## src/acm_defs.vh

```
// Register map, field positions, reset values and timing counts for the accelerometer core
`ifndef ACM_DEFS_VH
`define ACM_DEFS_VH

`define ACM_A_STATUS    8'h00
`define ACM_A_OUT_XU    8'h01
`define ACM_A_OUT_XL    8'h02
`define ACM_A_OUT_YU    8'h03
`define ACM_A_OUT_YL    8'h04
`define ACM_A_OUT_ZU    8'h05
`define ACM_A_OUT_ZL    8'h06
`define ACM_A_SYSMOD    8'h0B
`define ACM_A_INTSRC    8'h0C
`define ACM_A_ID        8'h0D
`define ACM_A_XYZCFG    8'h0E
`define ACM_A_FFCFG     8'h15
`define ACM_A_FFSRC     8'h16
`define ACM_A_FFTHS     8'h17
`define ACM_A_FFCNT     8'h18
`define ACM_A_ASLP      8'h29
`define ACM_A_CTRL1     8'h2A
`define ACM_A_CTRL2     8'h2B
`define ACM_A_CTRL3     8'h2C
`define ACM_A_CTRL4     8'h2D
`define ACM_A_CTRL5     8'h2E
`define ACM_A_OFFX      8'h2F
`define ACM_A_OFFY      8'h30
`define ACM_A_OFFZ      8'h31

`define ACM_RST_BYTE    8'h00
`define ACM_B_ACTIVE    0
`define ACM_B_FREAD     1
`define ACM_B_LNOISE    2
`define ACM_B_SLPE      2
`define ACM_B_WAKE_FF   3
`define ACM_B_IPOL      1
`define ACM_B_ELE       7
`define ACM_B_OAE       6
`define ACM_B_DBDEC     0
`define ACM_I_DRDY      0
`define ACM_I_FFMT      2
`define ACM_I_ASLP      7
`define ACM_MODS_OSR    2'b10
`define ACM_FS_2G       2'b00
`define ACM_FS_4G       2'b01
`define ACM_SYS_STBY    2'b00
`define ACM_SYS_WAKE    2'b01
`define ACM_SYS_SLEEP   2'b10

`define ACM_CLK_HZ      28'd200000000
`define ACM_BASE_HZ     28'd800
`define ACM_BASE_DIV    (`ACM_CLK_HZ / `ACM_BASE_HZ)
`define ACM_ASLP_MS     28'd320
`define ACM_ASLP_DIV    (`ACM_CLK_HZ / 28'd1000 * `ACM_ASLP_MS)
`define ACM_TRIM_WORDS  6

`endif

```

## src/acm_trim_load.v

```verilog
// Startup fetch of per-axis gain and offset trim from trim storage
`timescale 1ns/10ps
`include "acm_defs.vh"
module acm_trim_load #(
  parameter WORDS = `ACM_TRIM_WORDS
) (
  input  wire              ref_clk,
  input  wire              sys_rst,
  output wire [2:0]        trim_addr,
  input  wire [7:0]        trim_data,
  output wire [8*WORDS-1:0] trim_vals,
  output wire              trim_done
);

  reg [2:0]         idx_r;
  reg [2:0]         cap_idx_r;
  reg               vld_r;
  reg               done_r;
  reg [8*WORDS-1:0] vals_r;

  // Storage answers one cycle after the address; each word is caught then
  always @(posedge ref_clk) begin
    if (sys_rst) begin
      idx_r     <= 3'h0;
      cap_idx_r <= 3'h0;
      vld_r     <= 1'b0;
      done_r    <= 1'b0;
      vals_r    <= {8*WORDS{1'b0}};
    end else begin
      vld_r     <= ~done_r && (idx_r < WORDS);
      cap_idx_r <= idx_r;
      if (!done_r && idx_r < WORDS)
        idx_r <= idx_r + 3'h1;
      if (vld_r) begin
        vals_r[8*cap_idx_r +: 8] <= trim_data;
        if (cap_idx_r == WORDS - 1)
          done_r <= 1'b1;
      end
    end
  end

  assign trim_addr = idx_r;
  assign trim_vals = vals_r;
  assign trim_done = done_r;

endmodule

```

## src/acm_core.v

```verilog
// Accelerometer digital core: power states, sample path, freefall/motion detect, auto-sleep
`timescale 1ns/10ps
`include "acm_defs.vh"
module acm_core #(
  parameter [27:0] BASE_DIV = `ACM_BASE_DIV,
  parameter [27:0] ASLP_DIV = `ACM_ASLP_DIV,
  parameter [7:0]  ID_CODE  = 8'hA5
) (
  input  wire        ref_clk,
  input  wire        sys_rst,
  input  wire [7:0]  reg_addr,
  input  wire        reg_wr,
  input  wire        reg_rd,
  input  wire        reg_seq,
  input  wire [7:0]  reg_wdata,
  output wire [7:0]  reg_rdata,
  input  wire [15:0] adc_x,
  input  wire [15:0] adc_y,
  input  wire [15:0] adc_z,
  output wire        adc_start,
  output wire        analog_en,
  output wire [2:0]  trim_addr,
  input  wire [7:0]  trim_data,
  output wire        int1,
  output wire        int2
);
  // ID_CODE value is arbitrary

  localparam [2:0] ST_STBY  = 3'b001;
  localparam [2:0] ST_WAKE  = 3'b010;
  localparam [2:0] ST_SLEEP = 3'b100;

  reg  [7:0]  ctrl1_r;
  reg  [7:0]  ctrl2_r;
  reg  [7:0]  ctrl3_r;
  reg  [7:0]  ctrl4_r;
  reg  [7:0]  ctrl5_r;
  reg  [7:0]  xyzcfg_r;
  reg  [7:0]  ffcfg_r;
  reg  [7:0]  ffths_r;
  reg  [7:0]  ffcnt_r;
  reg  [7:0]  aslp_r;
  reg  [7:0]  off_r [0:2];
  reg  [13:0] smp_r [0:2];
  reg  [7:0]  status_r;
  reg  [7:0]  ffsrc_r;
  reg  [7:0]  intsrc_r;
  reg  [2:0]  st_r;
  reg  [7:0]  ptr_r;
  reg  [7:0]  rdata_r;
  reg  [27:0] base_r;
  reg  [9:0]  mul_r;
  reg  [27:0] step_r;
  reg  [7:0]  aslp_cnt_r;
  reg  [7:0]  dbc_r;
  reg         adc_start_r;
  reg         cap_r;
  reg         analog_en_r;
  reg         int1_r;
  reg         int2_r;
  reg  [13:0] cmp_w [0:2];
  reg  [15:0] mag_w [0:2];
  reg  [13:0] out_w [0:2];
  reg  [2:0]  hi_w;
  reg  [5:0]  src_w;
  reg  [14:0] sum_t;
  reg  [7:0]  rd_w;
  wire [47:0] trim_vals;
  wire        trim_done;
  integer     i;
  integer     j;
  integer     k;

  function [7:0] next_addr;
    input [7:0] a;
    input       fr;
    begin
      if (fr && (a == `ACM_A_OUT_XU || a == `ACM_A_OUT_YU))
        next_addr = a + 8'h02;
      else if ((fr && a == `ACM_A_OUT_ZU) || a == `ACM_A_OUT_ZL)
        next_addr = `ACM_A_STATUS;
      else
        next_addr = a + 8'h01;
    end
  endfunction

  // Gain trim is (256 + g) / 256; offsets are in finest-range counts, user offset doubled
  function [13:0] comp;
    input [15:0] raw;
    input [7:0]  gn;
    input [7:0]  tof;
    input [7:0]  uof;
    input [1:0]  sh;
    reg signed [9:0]  g;
    reg signed [25:0] v;
    begin
      g = $signed({gn[7], gn[7], gn}) + 10'sd256;
      v = $signed(raw) * g;
      v = (v >>> 8) + $signed({{18{tof[7]}}, tof}) + $signed({{17{uof[7]}}, uof, 1'b0});
      v = v >>> sh;
      // Saturate rather than wrap so a hard shock never reads as the opposite sign
      if (!v[25] && v[24:13] != 12'h000)
        comp = 14'h1FFF;
      else if (v[25] && v[24:13] != 12'hFFF)
        comp = 14'h2000;
      else
        comp = v[13:0];
    end
  endfunction

  function [13:0] absv;
    input [13:0] s;
    begin
      absv = s[13] ? (14'h0000 - s) : s;
    end
  endfunction

  function [9:0] rate_mult;
    input [2:0] code;
    begin
      case (code)
        3'd0:    rate_mult = 10'd1;
        3'd1:    rate_mult = 10'd2;
        3'd2:    rate_mult = 10'd4;
        3'd3:    rate_mult = 10'd8;
        3'd4:    rate_mult = 10'd16;
        3'd5:    rate_mult = 10'd64;
        3'd6:    rate_mult = 10'd128;
        default: rate_mult = 10'd512;
      endcase
    end
  endfunction

  acm_trim_load #(
    .WORDS (`ACM_TRIM_WORDS)
  ) u_trim (
    .ref_clk   (ref_clk),
    .sys_rst   (sys_rst),
    .trim_addr (trim_addr),
    .trim_data (trim_data),
    .trim_vals (trim_vals),
    .trim_done (trim_done)
  );

  wire [7:0] acc_a    = reg_seq ? ptr_r : reg_addr;
  wire       wr_en    = reg_wr;
  wire       rd_en    = reg_rd & ~reg_wr;
  wire       rd_out   = rd_en && acc_a >= `ACM_A_OUT_XU && acc_a <= `ACM_A_OUT_ZL;
  wire       rd_ffsrc = rd_en && acc_a == `ACM_A_FFSRC;
  wire       rd_sysm  = rd_en && acc_a == `ACM_A_SYSMOD;
  wire       act_go   = st_r[0] & ctrl1_r[`ACM_B_ACTIVE];
  wire       slpe     = ctrl2_r[`ACM_B_SLPE];
  wire       running  = ~st_r[0] & trim_done;
  wire [1:0] eff_fs   = ctrl1_r[`ACM_B_LNOISE] ? `ACM_FS_4G : xyzcfg_r[1:0];
  wire [1:0] sh       = (eff_fs == `ACM_FS_2G) ? 2'd0 : (eff_fs == `ACM_FS_4G) ? 2'd1 : 2'd2;

  // Sample timing: base tick at the top rate, multiplied down for slower rates
  wire [9:0] mult      = rate_mult(st_r == ST_SLEEP ? {1'b1, ctrl1_r[7:6]} : ctrl1_r[5:3]);
  wire       base_tick = (base_r == BASE_DIV - 28'd1);
  wire       mul_wrap  = (mul_r >= mult - 10'd1);
  wire       smp_tick  = running & base_tick & mul_wrap;

  always @(posedge ref_clk) begin
    if (sys_rst || !running) begin
      base_r <= 28'h0000000;
      mul_r  <= 10'h000;
    end else if (base_tick) begin
      base_r <= 28'h0000000;
      mul_r  <= mul_wrap ? 10'h000 : mul_r + 10'h001;
    end else begin
      base_r <= base_r + 28'h0000001;
    end
  end

  // Front end converts on adc_start and holds the result on the following cycle
  always @(posedge ref_clk) begin
    if (sys_rst) begin
      adc_start_r <= 1'b0;
      cap_r       <= 1'b0;
      analog_en_r <= 1'b0;
    end else begin
      adc_start_r <= smp_tick;
      cap_r       <= adc_start_r & running;
      analog_en_r <= ~st_r[0];
    end
  end

  always @* begin
    sum_t = 15'h0000;
    src_w = 6'h00;
    hi_w  = 3'b000;
    for (i = 0; i < 3; i = i + 1) begin
      cmp_w[i] = comp(i == 0 ? adc_x : (i == 1 ? adc_y : adc_z), trim_vals[8*i +: 8],
                      trim_vals[24+8*i +: 8], off_r[i], sh);
      mag_w[i] = {2'b00, absv(cmp_w[i])} << sh;
      hi_w[i]  = mag_w[i] > {1'b0, ffths_r[6:0], 8'h00};
      sum_t    = {smp_r[i][13], smp_r[i]} + {cmp_w[i][13], cmp_w[i]};
      // Averaging trades bandwidth for noise; detectors still see raw data
      out_w[i] = (ctrl2_r[1:0] == `ACM_MODS_OSR) ? sum_t[14:1] : cmp_w[i];
      src_w[2*i+1] = ffcfg_r[3+i] & hi_w[i];
      // Direction only for axes that tripped, so idle axes never look like a cause
      src_w[2*i]   = ffcfg_r[3+i] & hi_w[i] & cmp_w[i][13];
    end
  end

  wire [2:0] en_ax  = ffcfg_r[5:3];
  wire       motion = ffcfg_r[`ACM_B_OAE];
  wire       cond   = motion ? |(en_ax & hi_w) : (en_ax != 3'b000) & ~|(en_ax & hi_w);
  wire       ff_evt = cap_r & cond & ({1'b0, dbc_r} + 9'h001 >= {1'b0, ffcnt_r});
  wire       evt_en = ff_evt & ctrl4_r[`ACM_I_FFMT];
  wire       wake_ev = evt_en & ctrl3_r[`ACM_B_WAKE_FF] & slpe;
  wire       step_tk = (step_r == ASLP_DIV - 28'd1);
  wire       to_sleep = slpe & step_tk & (aslp_cnt_r >= aslp_r);
  wire       aslp_ev = (st_r == ST_WAKE && to_sleep) || (st_r == ST_SLEEP && wake_ev);

  always @(posedge ref_clk) begin
    if (sys_rst || act_go) begin
      dbc_r <= 8'h00;
    end else if (cap_r) begin
      if (cond)
        dbc_r <= (dbc_r == 8'hFF) ? dbc_r : dbc_r + 8'h01;
      else if (ffcfg_r[`ACM_B_DBDEC] && dbc_r != 8'h00)
        dbc_r <= dbc_r - 8'h01;
      else
        dbc_r <= 8'h00;
    end
  end

  // Inactivity timer only runs in wake; an enabled freefall/motion event restarts it
  always @(posedge ref_clk) begin
    if (sys_rst || st_r != ST_WAKE || !slpe || evt_en) begin
      step_r     <= 28'h0000000;
      aslp_cnt_r <= 8'h00;
    end else if (step_tk) begin
      step_r     <= 28'h0000000;
      aslp_cnt_r <= (aslp_cnt_r == 8'hFF) ? aslp_cnt_r : aslp_cnt_r + 8'h01;
    end else begin
      step_r <= step_r + 28'h0000001;
    end
  end

  always @(posedge ref_clk) begin
    if (sys_rst) begin
      st_r <= ST_STBY;
    end else if (!ctrl1_r[`ACM_B_ACTIVE]) begin
      st_r <= ST_STBY;
    end else begin
      case (st_r)
        ST_STBY:  st_r <= ST_WAKE;
        ST_WAKE:  if (to_sleep) st_r <= ST_SLEEP;
        ST_SLEEP: if (wake_ev || !slpe) st_r <= ST_WAKE;
        default:  st_r <= ST_STBY;
      endcase
    end
  end

  // Flags: a setting event in the same cycle as the clearing read wins
  always @(posedge ref_clk) begin
    if (sys_rst || act_go) begin
      status_r <= `ACM_RST_BYTE;
      intsrc_r <= `ACM_RST_BYTE;
      ffsrc_r  <= `ACM_RST_BYTE;
    end else begin
      if (cap_r)
        status_r <= {status_r[7:4] | status_r[3:0], 4'hF};
      else if (rd_out)
        status_r <= `ACM_RST_BYTE;
      if (cap_r)
        intsrc_r[`ACM_I_DRDY] <= 1'b1;
      else if (rd_out)
        intsrc_r[`ACM_I_DRDY] <= 1'b0;
      if (ff_evt)
        intsrc_r[`ACM_I_FFMT] <= 1'b1;
      else if (rd_ffsrc)
        intsrc_r[`ACM_I_FFMT] <= 1'b0;
      if (aslp_ev)
        intsrc_r[`ACM_I_ASLP] <= 1'b1;
      else if (rd_sysm)
        intsrc_r[`ACM_I_ASLP] <= 1'b0;
      if (ff_evt && !(ffcfg_r[`ACM_B_ELE] && ffsrc_r[7] && !rd_ffsrc))
        ffsrc_r <= {2'b10, src_w};
      else if (cap_r && !ffcfg_r[`ACM_B_ELE])
        ffsrc_r <= {2'b00, src_w};
      else if (rd_ffsrc)
        ffsrc_r <= `ACM_RST_BYTE;
    end
  end

  always @(posedge ref_clk) begin
    if (sys_rst) begin
      for (j = 0; j < 3; j = j + 1)
        smp_r[j] <= 14'h0000;
    end else if (cap_r) begin
      for (j = 0; j < 3; j = j + 1)
        smp_r[j] <= out_w[j];
    end
  end

  // Configuration writes; standby transitions never touch these
  always @(posedge ref_clk) begin
    if (sys_rst) begin
      ctrl1_r  <= `ACM_RST_BYTE;
      ctrl2_r  <= `ACM_RST_BYTE;
      ctrl3_r  <= `ACM_RST_BYTE;
      ctrl4_r  <= `ACM_RST_BYTE;
      ctrl5_r  <= `ACM_RST_BYTE;
      xyzcfg_r <= `ACM_RST_BYTE;
      ffcfg_r  <= `ACM_RST_BYTE;
      ffths_r  <= `ACM_RST_BYTE;
      ffcnt_r  <= `ACM_RST_BYTE;
      aslp_r   <= `ACM_RST_BYTE;
      for (k = 0; k < 3; k = k + 1)
        off_r[k] <= `ACM_RST_BYTE;
    end else if (wr_en) begin
      case (acc_a)
        `ACM_A_CTRL1:  ctrl1_r  <= reg_wdata;
        `ACM_A_CTRL2:  ctrl2_r  <= reg_wdata;
        `ACM_A_CTRL3:  ctrl3_r  <= reg_wdata;
        `ACM_A_CTRL4:  ctrl4_r  <= reg_wdata;
        `ACM_A_CTRL5:  ctrl5_r  <= reg_wdata;
        `ACM_A_XYZCFG: xyzcfg_r <= reg_wdata;
        `ACM_A_FFCFG:  ffcfg_r  <= reg_wdata;
        `ACM_A_FFTHS:  ffths_r  <= reg_wdata;
        `ACM_A_FFCNT:  ffcnt_r  <= reg_wdata;
        `ACM_A_ASLP:   aslp_r   <= reg_wdata;
        `ACM_A_OFFX:   off_r[0] <= reg_wdata;
        `ACM_A_OFFY:   off_r[1] <= reg_wdata;
        `ACM_A_OFFZ:   off_r[2] <= reg_wdata;
        default:       ;
      endcase
    end
  end

  always @* begin
    case (acc_a)
      `ACM_A_STATUS: rd_w = status_r;
      `ACM_A_OUT_XU: rd_w = smp_r[0][13:6];
      `ACM_A_OUT_XL: rd_w = {smp_r[0][5:0], 2'b00};
      `ACM_A_OUT_YU: rd_w = smp_r[1][13:6];
      `ACM_A_OUT_YL: rd_w = {smp_r[1][5:0], 2'b00};
      `ACM_A_OUT_ZU: rd_w = smp_r[2][13:6];
      `ACM_A_OUT_ZL: rd_w = {smp_r[2][5:0], 2'b00};
      `ACM_A_SYSMOD: rd_w = {6'h00, st_r == ST_WAKE ? `ACM_SYS_WAKE :
                             (st_r == ST_SLEEP ? `ACM_SYS_SLEEP : `ACM_SYS_STBY)};
      `ACM_A_INTSRC: rd_w = intsrc_r;
      `ACM_A_ID:     rd_w = ID_CODE;
      `ACM_A_XYZCFG: rd_w = xyzcfg_r;
      `ACM_A_FFCFG:  rd_w = ffcfg_r;
      `ACM_A_FFSRC:  rd_w = ffsrc_r;
      `ACM_A_FFTHS:  rd_w = ffths_r;
      `ACM_A_FFCNT:  rd_w = ffcnt_r;
      `ACM_A_ASLP:   rd_w = aslp_r;
      `ACM_A_CTRL1:  rd_w = ctrl1_r;
      `ACM_A_CTRL2:  rd_w = ctrl2_r;
      `ACM_A_CTRL3:  rd_w = ctrl3_r;
      `ACM_A_CTRL4:  rd_w = ctrl4_r;
      `ACM_A_CTRL5:  rd_w = ctrl5_r;
      `ACM_A_OFFX:   rd_w = off_r[0];
      `ACM_A_OFFY:   rd_w = off_r[1];
      `ACM_A_OFFZ:   rd_w = off_r[2];
      default:       rd_w = 8'h00;
    endcase
  end

  // Register port and interrupt pins; access works in every power state
  always @(posedge ref_clk) begin
    if (sys_rst) begin
      rdata_r <= 8'h00;
      ptr_r   <= `ACM_A_STATUS;
      int1_r  <= 1'b1;
      int2_r  <= 1'b1;
    end else begin
      if (rd_en)
        rdata_r <= rd_w;
      if (rd_en || wr_en)
        ptr_r <= next_addr(acc_a, ctrl1_r[`ACM_B_FREAD]);
      int1_r <= |(intsrc_r & ctrl4_r & ctrl5_r) ^ ~ctrl3_r[`ACM_B_IPOL];
      int2_r <= |(intsrc_r & ctrl4_r & ~ctrl5_r) ^ ~ctrl3_r[`ACM_B_IPOL];
    end
  end

  assign reg_rdata = rdata_r;
  assign adc_start = adc_start_r;
  assign analog_en = analog_en_r;
  assign int1      = int1_r;
  assign int2      = int2_r;

endmodule

```

## config.mk

```make
export PLATFORM = sky130hd
export DESIGN_NAME = acm_core
export DESIGN_NICKNAME = d
export VERILOG_FILES = /design/src/acm_trim_load.v /design/src/acm_core.v
export VERILOG_INCLUDE_DIRS = /design/src
export SDC_FILE = /design/constraint.sdc
export NUM_CORES = 2
export LEC_CHECK = 0
export BUFFER_PORTS_ARGS = -buffer_cell sky130_fd_sc_hd__buf_2
export CAP_MARGIN = 20
export CORE_MARGIN = 2
export CORE_UTILIZATION = 37
export CTS_CLUSTER_SIZE = 30
export DETAILED_ROUTE_END_ITERATION = 10
export HOLD_SLACK_MARGIN = 0.12
export PLACE_DENSITY_LB_ADDON = 0.2
export REMOVE_ABC_BUFFERS = 1
export SYNTH_ARGS = -nofsm -noshare
export SYNTH_HDL_FRONTEND = slang
export SYNTH_SLANG_ARGS = --single-unit
```

## constraint.sdc

```tcl
create_clock -name ref_clk -period 11.5 [get_ports ref_clk]
set_input_delay 0.575 -clock ref_clk [delete_from_list [all_inputs] [get_ports ref_clk]]
set_output_delay 0.575 -clock ref_clk [all_outputs]
set_load 0.03 [all_outputs]
```

Word-level counts from Yosys, hierarchy flattened

Memories as Yosys holds them, arrays and structs flattened.
Index checks and enable logic that the tools add are counted.

Register bits: 260
Memory bits (writable): 66
Word-level logic and storage cells: 307
Memories kept: 2

Add/subtract/negate cells: 27
Multipliers: 3
Order comparisons: 9
Equal/unequal tests: 46
Shifts and indexed selects: 8
Multiplexer cells: 66
Bitwise logic cells: 40
Reductions and logical operators: 73

Memories:

| memory | words | bits a word | rd ports | clocked after Yosys merged registers in | write ports | line          | text |
|---|---|---|---|---|---|---|---|
| smp_r  | 3     | 14          | 3        | 0                                       | 3           | acm_core.v:44 | `reg [13:0] smp_r [0:2];` |
| off_r  | 3     | 8           | 3        | 0                                       | 3           | acm_core.v:43 | `reg [7:0] off_r [0:2];` |

Operators with widths:

| kind                      | number |
|---|---|
| $mux W14                  | 15 |
| $pmux W8 S24              | 1 |
| $mux W8                   | 14 |
| $mul A16 B10 Y26          | 3 |
| $sshr A20 B2 Y26          | 3 |
| $eq A8 B6 Y1 const B      | 9 |
| $pmux W10 S7              | 1 |
| $add A19 B9 Y20           | 3 |
| $add A18 B8 Y19           | 3 |
| $add A28 B1 Y28 const B   | 2 |
| $bwmux W48                | 1 |
| $gt A16 B15 Y1            | 3 |
| $shift A8 B34 Y48 const A | 1 |
| $shiftx A8 B34 Y48        | 1 |
| $shl A14 B2 Y16           | 3 |
| $add A14 B14 Y15          | 3 |
| $sub A1 B14 Y14 const A   | 3 |
| $ne A12 B12 Y1 const B    | 3 |
| $reduce_bool A12 Y1       | 3 |
| $neg A6 Y34               | 1 |
| $eq A8 B4 Y1 const B      | 4 |
| $eq A8 B5 Y1 const B      | 4 |
| $add A8 B10 Y10 const B   | 3 |
| $eq A28 B18 Y1 const B    | 1 |
| other kinds (52)          | 184 |

Logic depth before layout (Yosys ltp)

Word-level depth: 26
Gate-level depth with buffers: 65

Hierarchy

Synthesis repeated with hierarchy kept, for this count alone.

Cells, all modules: 4987
Area total of the unflattened synthesis: 41162.0 um^2

Modules (own cells, without submodules):

| module        | instances | cells each | area an instance (um^2) |
|---|---|---|---|
| acm_core      | 1         | 4730       | 38735.9 |
| acm_trim_load | 1         | 257        | 2426.1 |

Worst setup path after synthesis

Ideal clock, no wire load.

Kind: input to register
Start: input port adc_y[2]
End: register dbc_r[3]
Setup time: 0.120 ns
Arrival time: 12.493 ns
Required time: 11.380 ns
Path slack: -1.113 ns
Stages on the path: 63
Path buffers: 5
Cells stage by stage: clkbuf_1 nand2_1 fa_1 inv_1 ha_1 ha_1 inv_1 fa_1 inv_1 fa_1 ha_1 a21o_1 a21o_1 a21oi_1 nor2b_1 o21a_1 o21a_1 o21a_1 [... 27 more ...] a211oi_1 a21oi_1 ha_1 nor2b_1 o21ai_0 nand2b_1 a21oi_1 o21ai_0 o21ai_0 a31oi_1 nor3_2 mux2i_1 and2_4 buf_6 buf_8 buf_8 nor2_1 o31a_1

Cells in the longest elaborated chain, start to end: 19
Elaborated cells on any way between the ends: 23

Ends and longest elaborated chain:

| item                        | line           | text |
|---|---|---|
| from (decl)                 | acm_core.v:18  | `input wire [15:0] adc_y,` |
| $mul A16 B10 Y26 *          | acm_core.v:98  | `v = $signed(raw) * g;` |
| $add A18 B8 Y19 *           | acm_core.v:99  | `v = (v >>> 8) + $signed({{18{tof[7]}}, tof}) + $signed({{17{uof[7]}}, uof, 1'b0});` |
| $add A19 B9 Y20 *           | acm_core.v:99  |  |
| $sshr A20 B2 Y26 *          | acm_core.v:100 | `v = v >>> sh;` |
| $ne A12 B12 Y1              | acm_core.v:104 | `else if (v[25] && v[24:13] != 12'hFFF)` |
| $logic_and A1 B1 Y1         | acm_core.v:104 |  |
| $mux W14                    | acm_core.v:104 |  |
| $mux W14 *                  | acm_core.v:102 | `if (!v[25] && v[24:13] != 12'h000)` |
| [... 3 more ...]            | --             |  |
| $gt A16 B15 Y1 *            | acm_core.v:196 | `hi_w[i] = mag_w[i] > {1'b0, ffths_r[6:0], 8'h00};` |
| $and A3 B3 Y3 *             | acm_core.v:208 | `wire cond = motion ? \|(en_ax & hi_w) : (en_ax != 3'b000) & ~\|(en_ax & hi_w);` |
| $reduce_or A3 Y1 *          | acm_core.v:208 |  |
| $logic_not A1 Y1            | acm_core.v:208 |  |
| $and A1 B1 Y1               | acm_core.v:208 |  |
| $mux W1 *                   | acm_core.v:208 |  |
| $ne A2 B2 Y1 (no line)      | --             |  |
| $reduce_and A2 Y1 (no line) | --             |  |
| to (signal assigned)        | acm_core.v:221 | `dbc_r <= (dbc_r == 8'hFF) ? dbc_r : dbc_r + 8'h01;` |
| to (signal assigned)        | acm_core.v:223 | `dbc_r <= dbc_r - 8'h01;` |
| to (decl)                   | acm_core.v:55  | `reg [7:0] dbc_r;` |

Mark *: on every way between the ends. The rest lies on a longest branch, timed or not.
A chain may end at the register's enable or synchronous reset.

Final worst setup path

Start: register u_trim.vals_r[3], in the netlist u_trim.trim_vals[3]
End: register step_r[10]

Cells in the longest elaborated chain, start to end: 23
Elaborated cells on any way between the ends: 26

Ends and longest elaborated chain:

| item                              | line               | text |
|---|---|---|
| from (decl)                       | acm_trim_load.v:19 | `reg [8*WORDS-1:0] vals_r;` |
| from (signal assigned)            | acm_trim_load.v:28 | `vals_r <= {8*WORDS{1'b0}};` |
| from (signal, indexed assignment) | acm_trim_load.v:35 | `vals_r[8*cap_idx_r +: 8] <= trim_data;` |
| $add A8 B10 Y10 *                 | acm_core.v:97      | `g = $signed({gn[7], gn[7], gn}) + 10'sd256;` |
| $mul A16 B10 Y26 *                | acm_core.v:98      |  |
| $add A18 B8 Y19 *                 | acm_core.v:99      |  |
| $add A19 B9 Y20 *                 | acm_core.v:99      |  |
| $sshr A20 B2 Y26 *                | acm_core.v:100     |  |
| $ne A12 B12 Y1                    | acm_core.v:104     |  |
| $logic_and A1 B1 Y1               | acm_core.v:104     |  |
| $mux W14                          | acm_core.v:104     |  |
| [... 6 more ...]                  | --                 |  |
| $reduce_or A3 Y1 *                | acm_core.v:208     |  |
| $logic_not A1 Y1                  | acm_core.v:208     |  |
| $and A1 B1 Y1                     | acm_core.v:208     |  |
| $mux W1 *                         | acm_core.v:208     |  |
| $and A1 B1 Y1 * (2 in a row)      | acm_core.v:209     | `wire ff_evt = cap_r & cond & ({1'b0, dbc_r} + 9'h001 >= {1'b0, ffcnt_r});` |
| $and A1 B1 Y1 *                   | acm_core.v:210     | `` wire evt_en = ff_evt & ctrl4_r[`ACM_I_FFMT]; `` |
| $logic_or A1 B1 Y1 *              | acm_core.v:231     | `if (sys_rst \|\| st_r != ST_WAKE \|\| !slpe \|\| evt_en) begin` |
| $reduce_or A2 Y1 (no line) *      | --                 |  |
| to (signal assigned)              | acm_core.v:238     | `step_r <= step_r + 28'h0000001;` |
| to (decl)                         | acm_core.v:53      | `reg [27:0] step_r;` |

Marked as above.

==> flow_metrics.env <==
export IMPL_antenna_found_initial=2
export IMPL_first_pass_iters=6
export IMPL_nNetsFinal=6755
export IMPL_synth_cell_types=118
export IMPL_synth_seq_cells=322
export IMPL_htreeDepth=2
export IMPL_drcViolationCount=0
export IMPL_cts_buffers=39
export IMPL_status="finished, violations left"
export IMPL_antenna_left=0
export IMPL_rsz0062_at_grt="yes"
export IMPL_rows=123
export IMPL_cp_required_ps=11960
export IMPL_r2r_end="step_r[10]"
export IMPL_clkTransAtPathRegs_ps=60
export IMPL_hp_class="in -> reg"
export IMPL_synth_edf_count=66
export IMPL_hold_buffers=0
export IMPL_antennaDiodeCount=0
export IMPL_die_h_um=341
export IMPL_end_kind="flop"
export IMPL_p_seq_frac=0.119
export IMPL_fin_skew_ps=39.0
export IMPL_power_density_mw_per_mm2=190
export IMPL_clock_sinks=322
export IMPL_dieArea_mm2=0.116
export IMPL_drt_wl_total_um=132000
export IMPL_rrSetupSlack_ps=-570
export IMPL_clock_latency_ps=600
export IMPL_switching_share=0.454
export IMPL_multi_input_area_mm2=0.0333
export IMPL_p_clk_frac=0.123
export IMPL_final_hold_violation_count=0
export IMPL_maxSlewViolCount=0
export IMPL_total_power_mw=10.1
export IMPL_synth_ff_type="dfxtp_1"
export IMPL_drive_above_1_share=0.250
export IMPL_slowest_delay_ps=600
export IMPL_grt_pass1_wl_um=215000
export IMPL_maxCapViolCount=0
export IMPL_utilization=0.474
export IMPL_routed_via_density=5.36
export IMPL_post_route_period_util=1.05
export IMPL_cts_tree="yes"
export IMPL_vias=39900
export IMPL_crit_reg2reg_launch="u_trim.trim_vals[3]"
export IMPL_rr_worst_depth=57
export IMPL_switching_power_mw=4.59
export IMPL_cellLeakagePower_nw=24.3
export IMPL_dp_hpwl_um=103000
export IMPL_timing_final_crit_period_ps=12070
export IMPL_postSynthAreaPerCell_um2=8.15
export IMPL_arrival_ps=12540
export IMPL_ys_seq_area_frac=0.170
export IMPL_grt_max_degree=71
export IMPL_clock_path_buffers=3
export IMPL_finalSetupViolations=59
export IMPL_die_width_um=341
export IMPL_cp_max_fo=9
export IMPL_intPower_mw=5.52
export IMPL_hold_path_startpoint="sys_rst"
export IMPL_fin_ws_ps=-573
export IMPL_grt_pass1_vias=40300
export IMPL_critPathLaunchType="flop"
export IMPL_vdd_ir_drop_max_v=0.000225
export IMPL_tightest_slew_ps=1100
export IMPL_fill_cells=11000
export IMPL_critical_path_class="reg -> reg"
export IMPL_crit_end="step_r[10]"
export IMPL_syn_area_mm2=0.0419
export IMPL_cp_startpoint="u_trim.trim_vals[3]"
export IMPL_maxSlewHeadroom=0.260
export IMPL_initialDrtViolationCount=2473
export IMPL_portBuffers=91
export IMPL_cts_root_buf="clkbuf_16"
export IMPL_gp_congestion=0.936
export IMPL_core_area_mm2=0.112
export IMPL_ios=92
export IMPL_path_common_cell="buf_4"
export IMPL_synthArstFlopShare=0
export IMPL_syn2layout_area_growth_pct=27.2
export IMPL_register_area_mm2=0.00716
export IMPL_syn_inst=5144
export IMPL_wire_per_inst_um=17.8
export IMPL_crit_path_top_delay_cell="fa_2"
export IMPL_grt_overflow=0
export IMPL_failed_checks="negative setup slack"
export IMPL_grt_util_all_layers=0.227
export IMPL_fmaxAchievable_mhz=82.8
export IMPL_comb_power_share=0.759
export IMPL_yosys_warnings=0
export IMPL_start_util=0.373
[worst min path at each step]
stage,endpoint,slack [ps],cells after the start
CTS,ptr_r[4],360,2
finish,ptr_r[4],380,2
global route,u_trim.trim_vals[40],390,3
floorplan,ptr_r[0],430,2
global placement,ptr_r[6],440,2
detailed placement,reg_rdata[3],450,2
[worst max-delay path, delay by kind of cell (launching register included)]
family | cells | cell delay, ps
AND/OR/NAND/NOR | 12 | 1670
adder cells (fa/ha/maj) | 11 | 4410
AO/OA/AOI/OAI | 15 | 3370
XOR/XNOR | 1 | 250
flip-flops | 1 | 420
buffers and inverters | 18 | 1790
[kinds of logic (layout without fill, tap and decap cells)]
logic type,after synthesis,count (layout),share of synthesized area
muxes,96,96,0.0238
AOI/OAI and AO/OA,1053,1053,0.172
buffers and inverters,885,1675,0.0814
other,1,3,0.0000895
adders and majority gates,774,774,0.301
xor gates and xnor gates,188,188,0.0393
and+or+nand+nor,1825,1825,0.212
DFF,322,322,0.170
[through the flow]
step	std cells	cell area, um2	worst slack, ps	hold slack [ps]	setup TNS (ps)
finish	7436	53300	-573	382	-28390
global route	7436	53300	-1120	389	-62140
CTS	7396	52200	-427	356	-19820
detailed placement	7221	48900	-1570	446	-87610
global placement	7221	48900	-1420	440	-77560
floorplan	4873	40800	-2020	425	-99010
[sequential cells by signal (all words and copies together) (netlist names), 10 cells and up]
| register | flops |
|---|---|
| base_r | 28 |
| mul_r | 10 |
| off_r | 24 |
| smp_r | 42 |
| step_r | 28 |
| u_trim.trim_vals | 48 |
[per-layer routing]
metal / wire, um / track usage / up-vias
li1: - / - / 19200
met1: 59400 / 0.305 / 19500
met2: 62800 / 0.391 / 1003
met3: 6620 / 0.0232 / 197
met4: 3450 / 0.0576 / 2
met5: 7 / 0 / -
[cell type report]
class / count / share of cell area
clock buffers: 50 / 0.0202
clock inverters: 18 / 0.00317
flip-flops and latches: 322 / 0.134
inverters: 612 / 0.0431
well taps: 1500 / 0.0352
multi-input cells: 3939 / 0.624
repair buffers: 995 / 0.140
[power by group through the flow]
stage	clock (mW)	combinational (mW)	sequential [mW]
2_1_floorplan	0	3.93	1.22
3_3_place_gp	0	6.64	1.22
3_5_place_dp	0	6.67	1.22
4_1_cts	1.27	7.28	1.20
5_1_grt	1.31	8.39	1.20
6_report	1.24	7.66	1.20
[cells in the mapped netlist, types with 11 or more instances]
master     count  area [um2]
a211o_1       20         175
a211oi_1      53         398
a21o_1        55         413
a21oi_1      294        1470
a221oi_1      24         210
a222oi_1      11         110
a22o_1        13         114
a22oi_1       61         458
a31oi_1       42         263
and2_1       179        1120
and3_1        60         375
and4_1        16         140
buf_1         28         105
buf_2         18        90.1
clkbuf_1     217         815
dfxtp_1      256        5120
edfxtp_1      66        1980
fa_1         392        7850
ha_1         377        4720
inv_1        609        2290
mux2_2        31         349
mux2i_1       65         651
nand2_1      611        2290
nand2b_1      42         263
nand3_1      202        1010
nand3b_1      13        97.6
nand4_1       44         275
nor2_1       315        1180
nor2b_1       55         344
nor3_1       131         656
nor4_1        30         188
o2111ai_1     15         131
o211ai_1      33         248
o21a_1        47         353
o21ai_0      157         786
o21ai_1       14        70.1
o22ai_1       17         106
o31a_1        13         114
o31ai_1       25         188
or2_2         33         206
or3_1         40         250
xnor2_1      114         998
xor2_1        74         648
[placed cells by master, fill, tap and decap left out, types with 31 or more instances in the layout]
master and instances:
buf_4 872, inv_1 594, nand2_1 588, fa_1 384
ha_1 342, nor2_1 305, a21oi_1 257, dfxtp_1 238
nand3_1 198, and2_1 171, o21ai_0 122, nor3_1 106
xnor2_1 104, buf_2 90, xor2_1 73, edfxtp_1 66
mux2i_1 62, a22oi_1 61, a21o_1 55, and3_1 53
nor2b_1 50, o21a_1 46, nand4_1 44, nand2b_1 41
clkbuf_16 41, or3_1 37, a21oi_2 36, a211oi_1 35
a31oi_1 34, o211ai_1 33, ha_4 32, mux2_2 31
[timing repair]
action,CTS,global route
buffers inserted,108,37
resized for setup,275,160
setup endpoints to repair,67,79
pin swaps,136,129
cloned,3,2
Note: power is estimated with default switching activity, not from simulation.
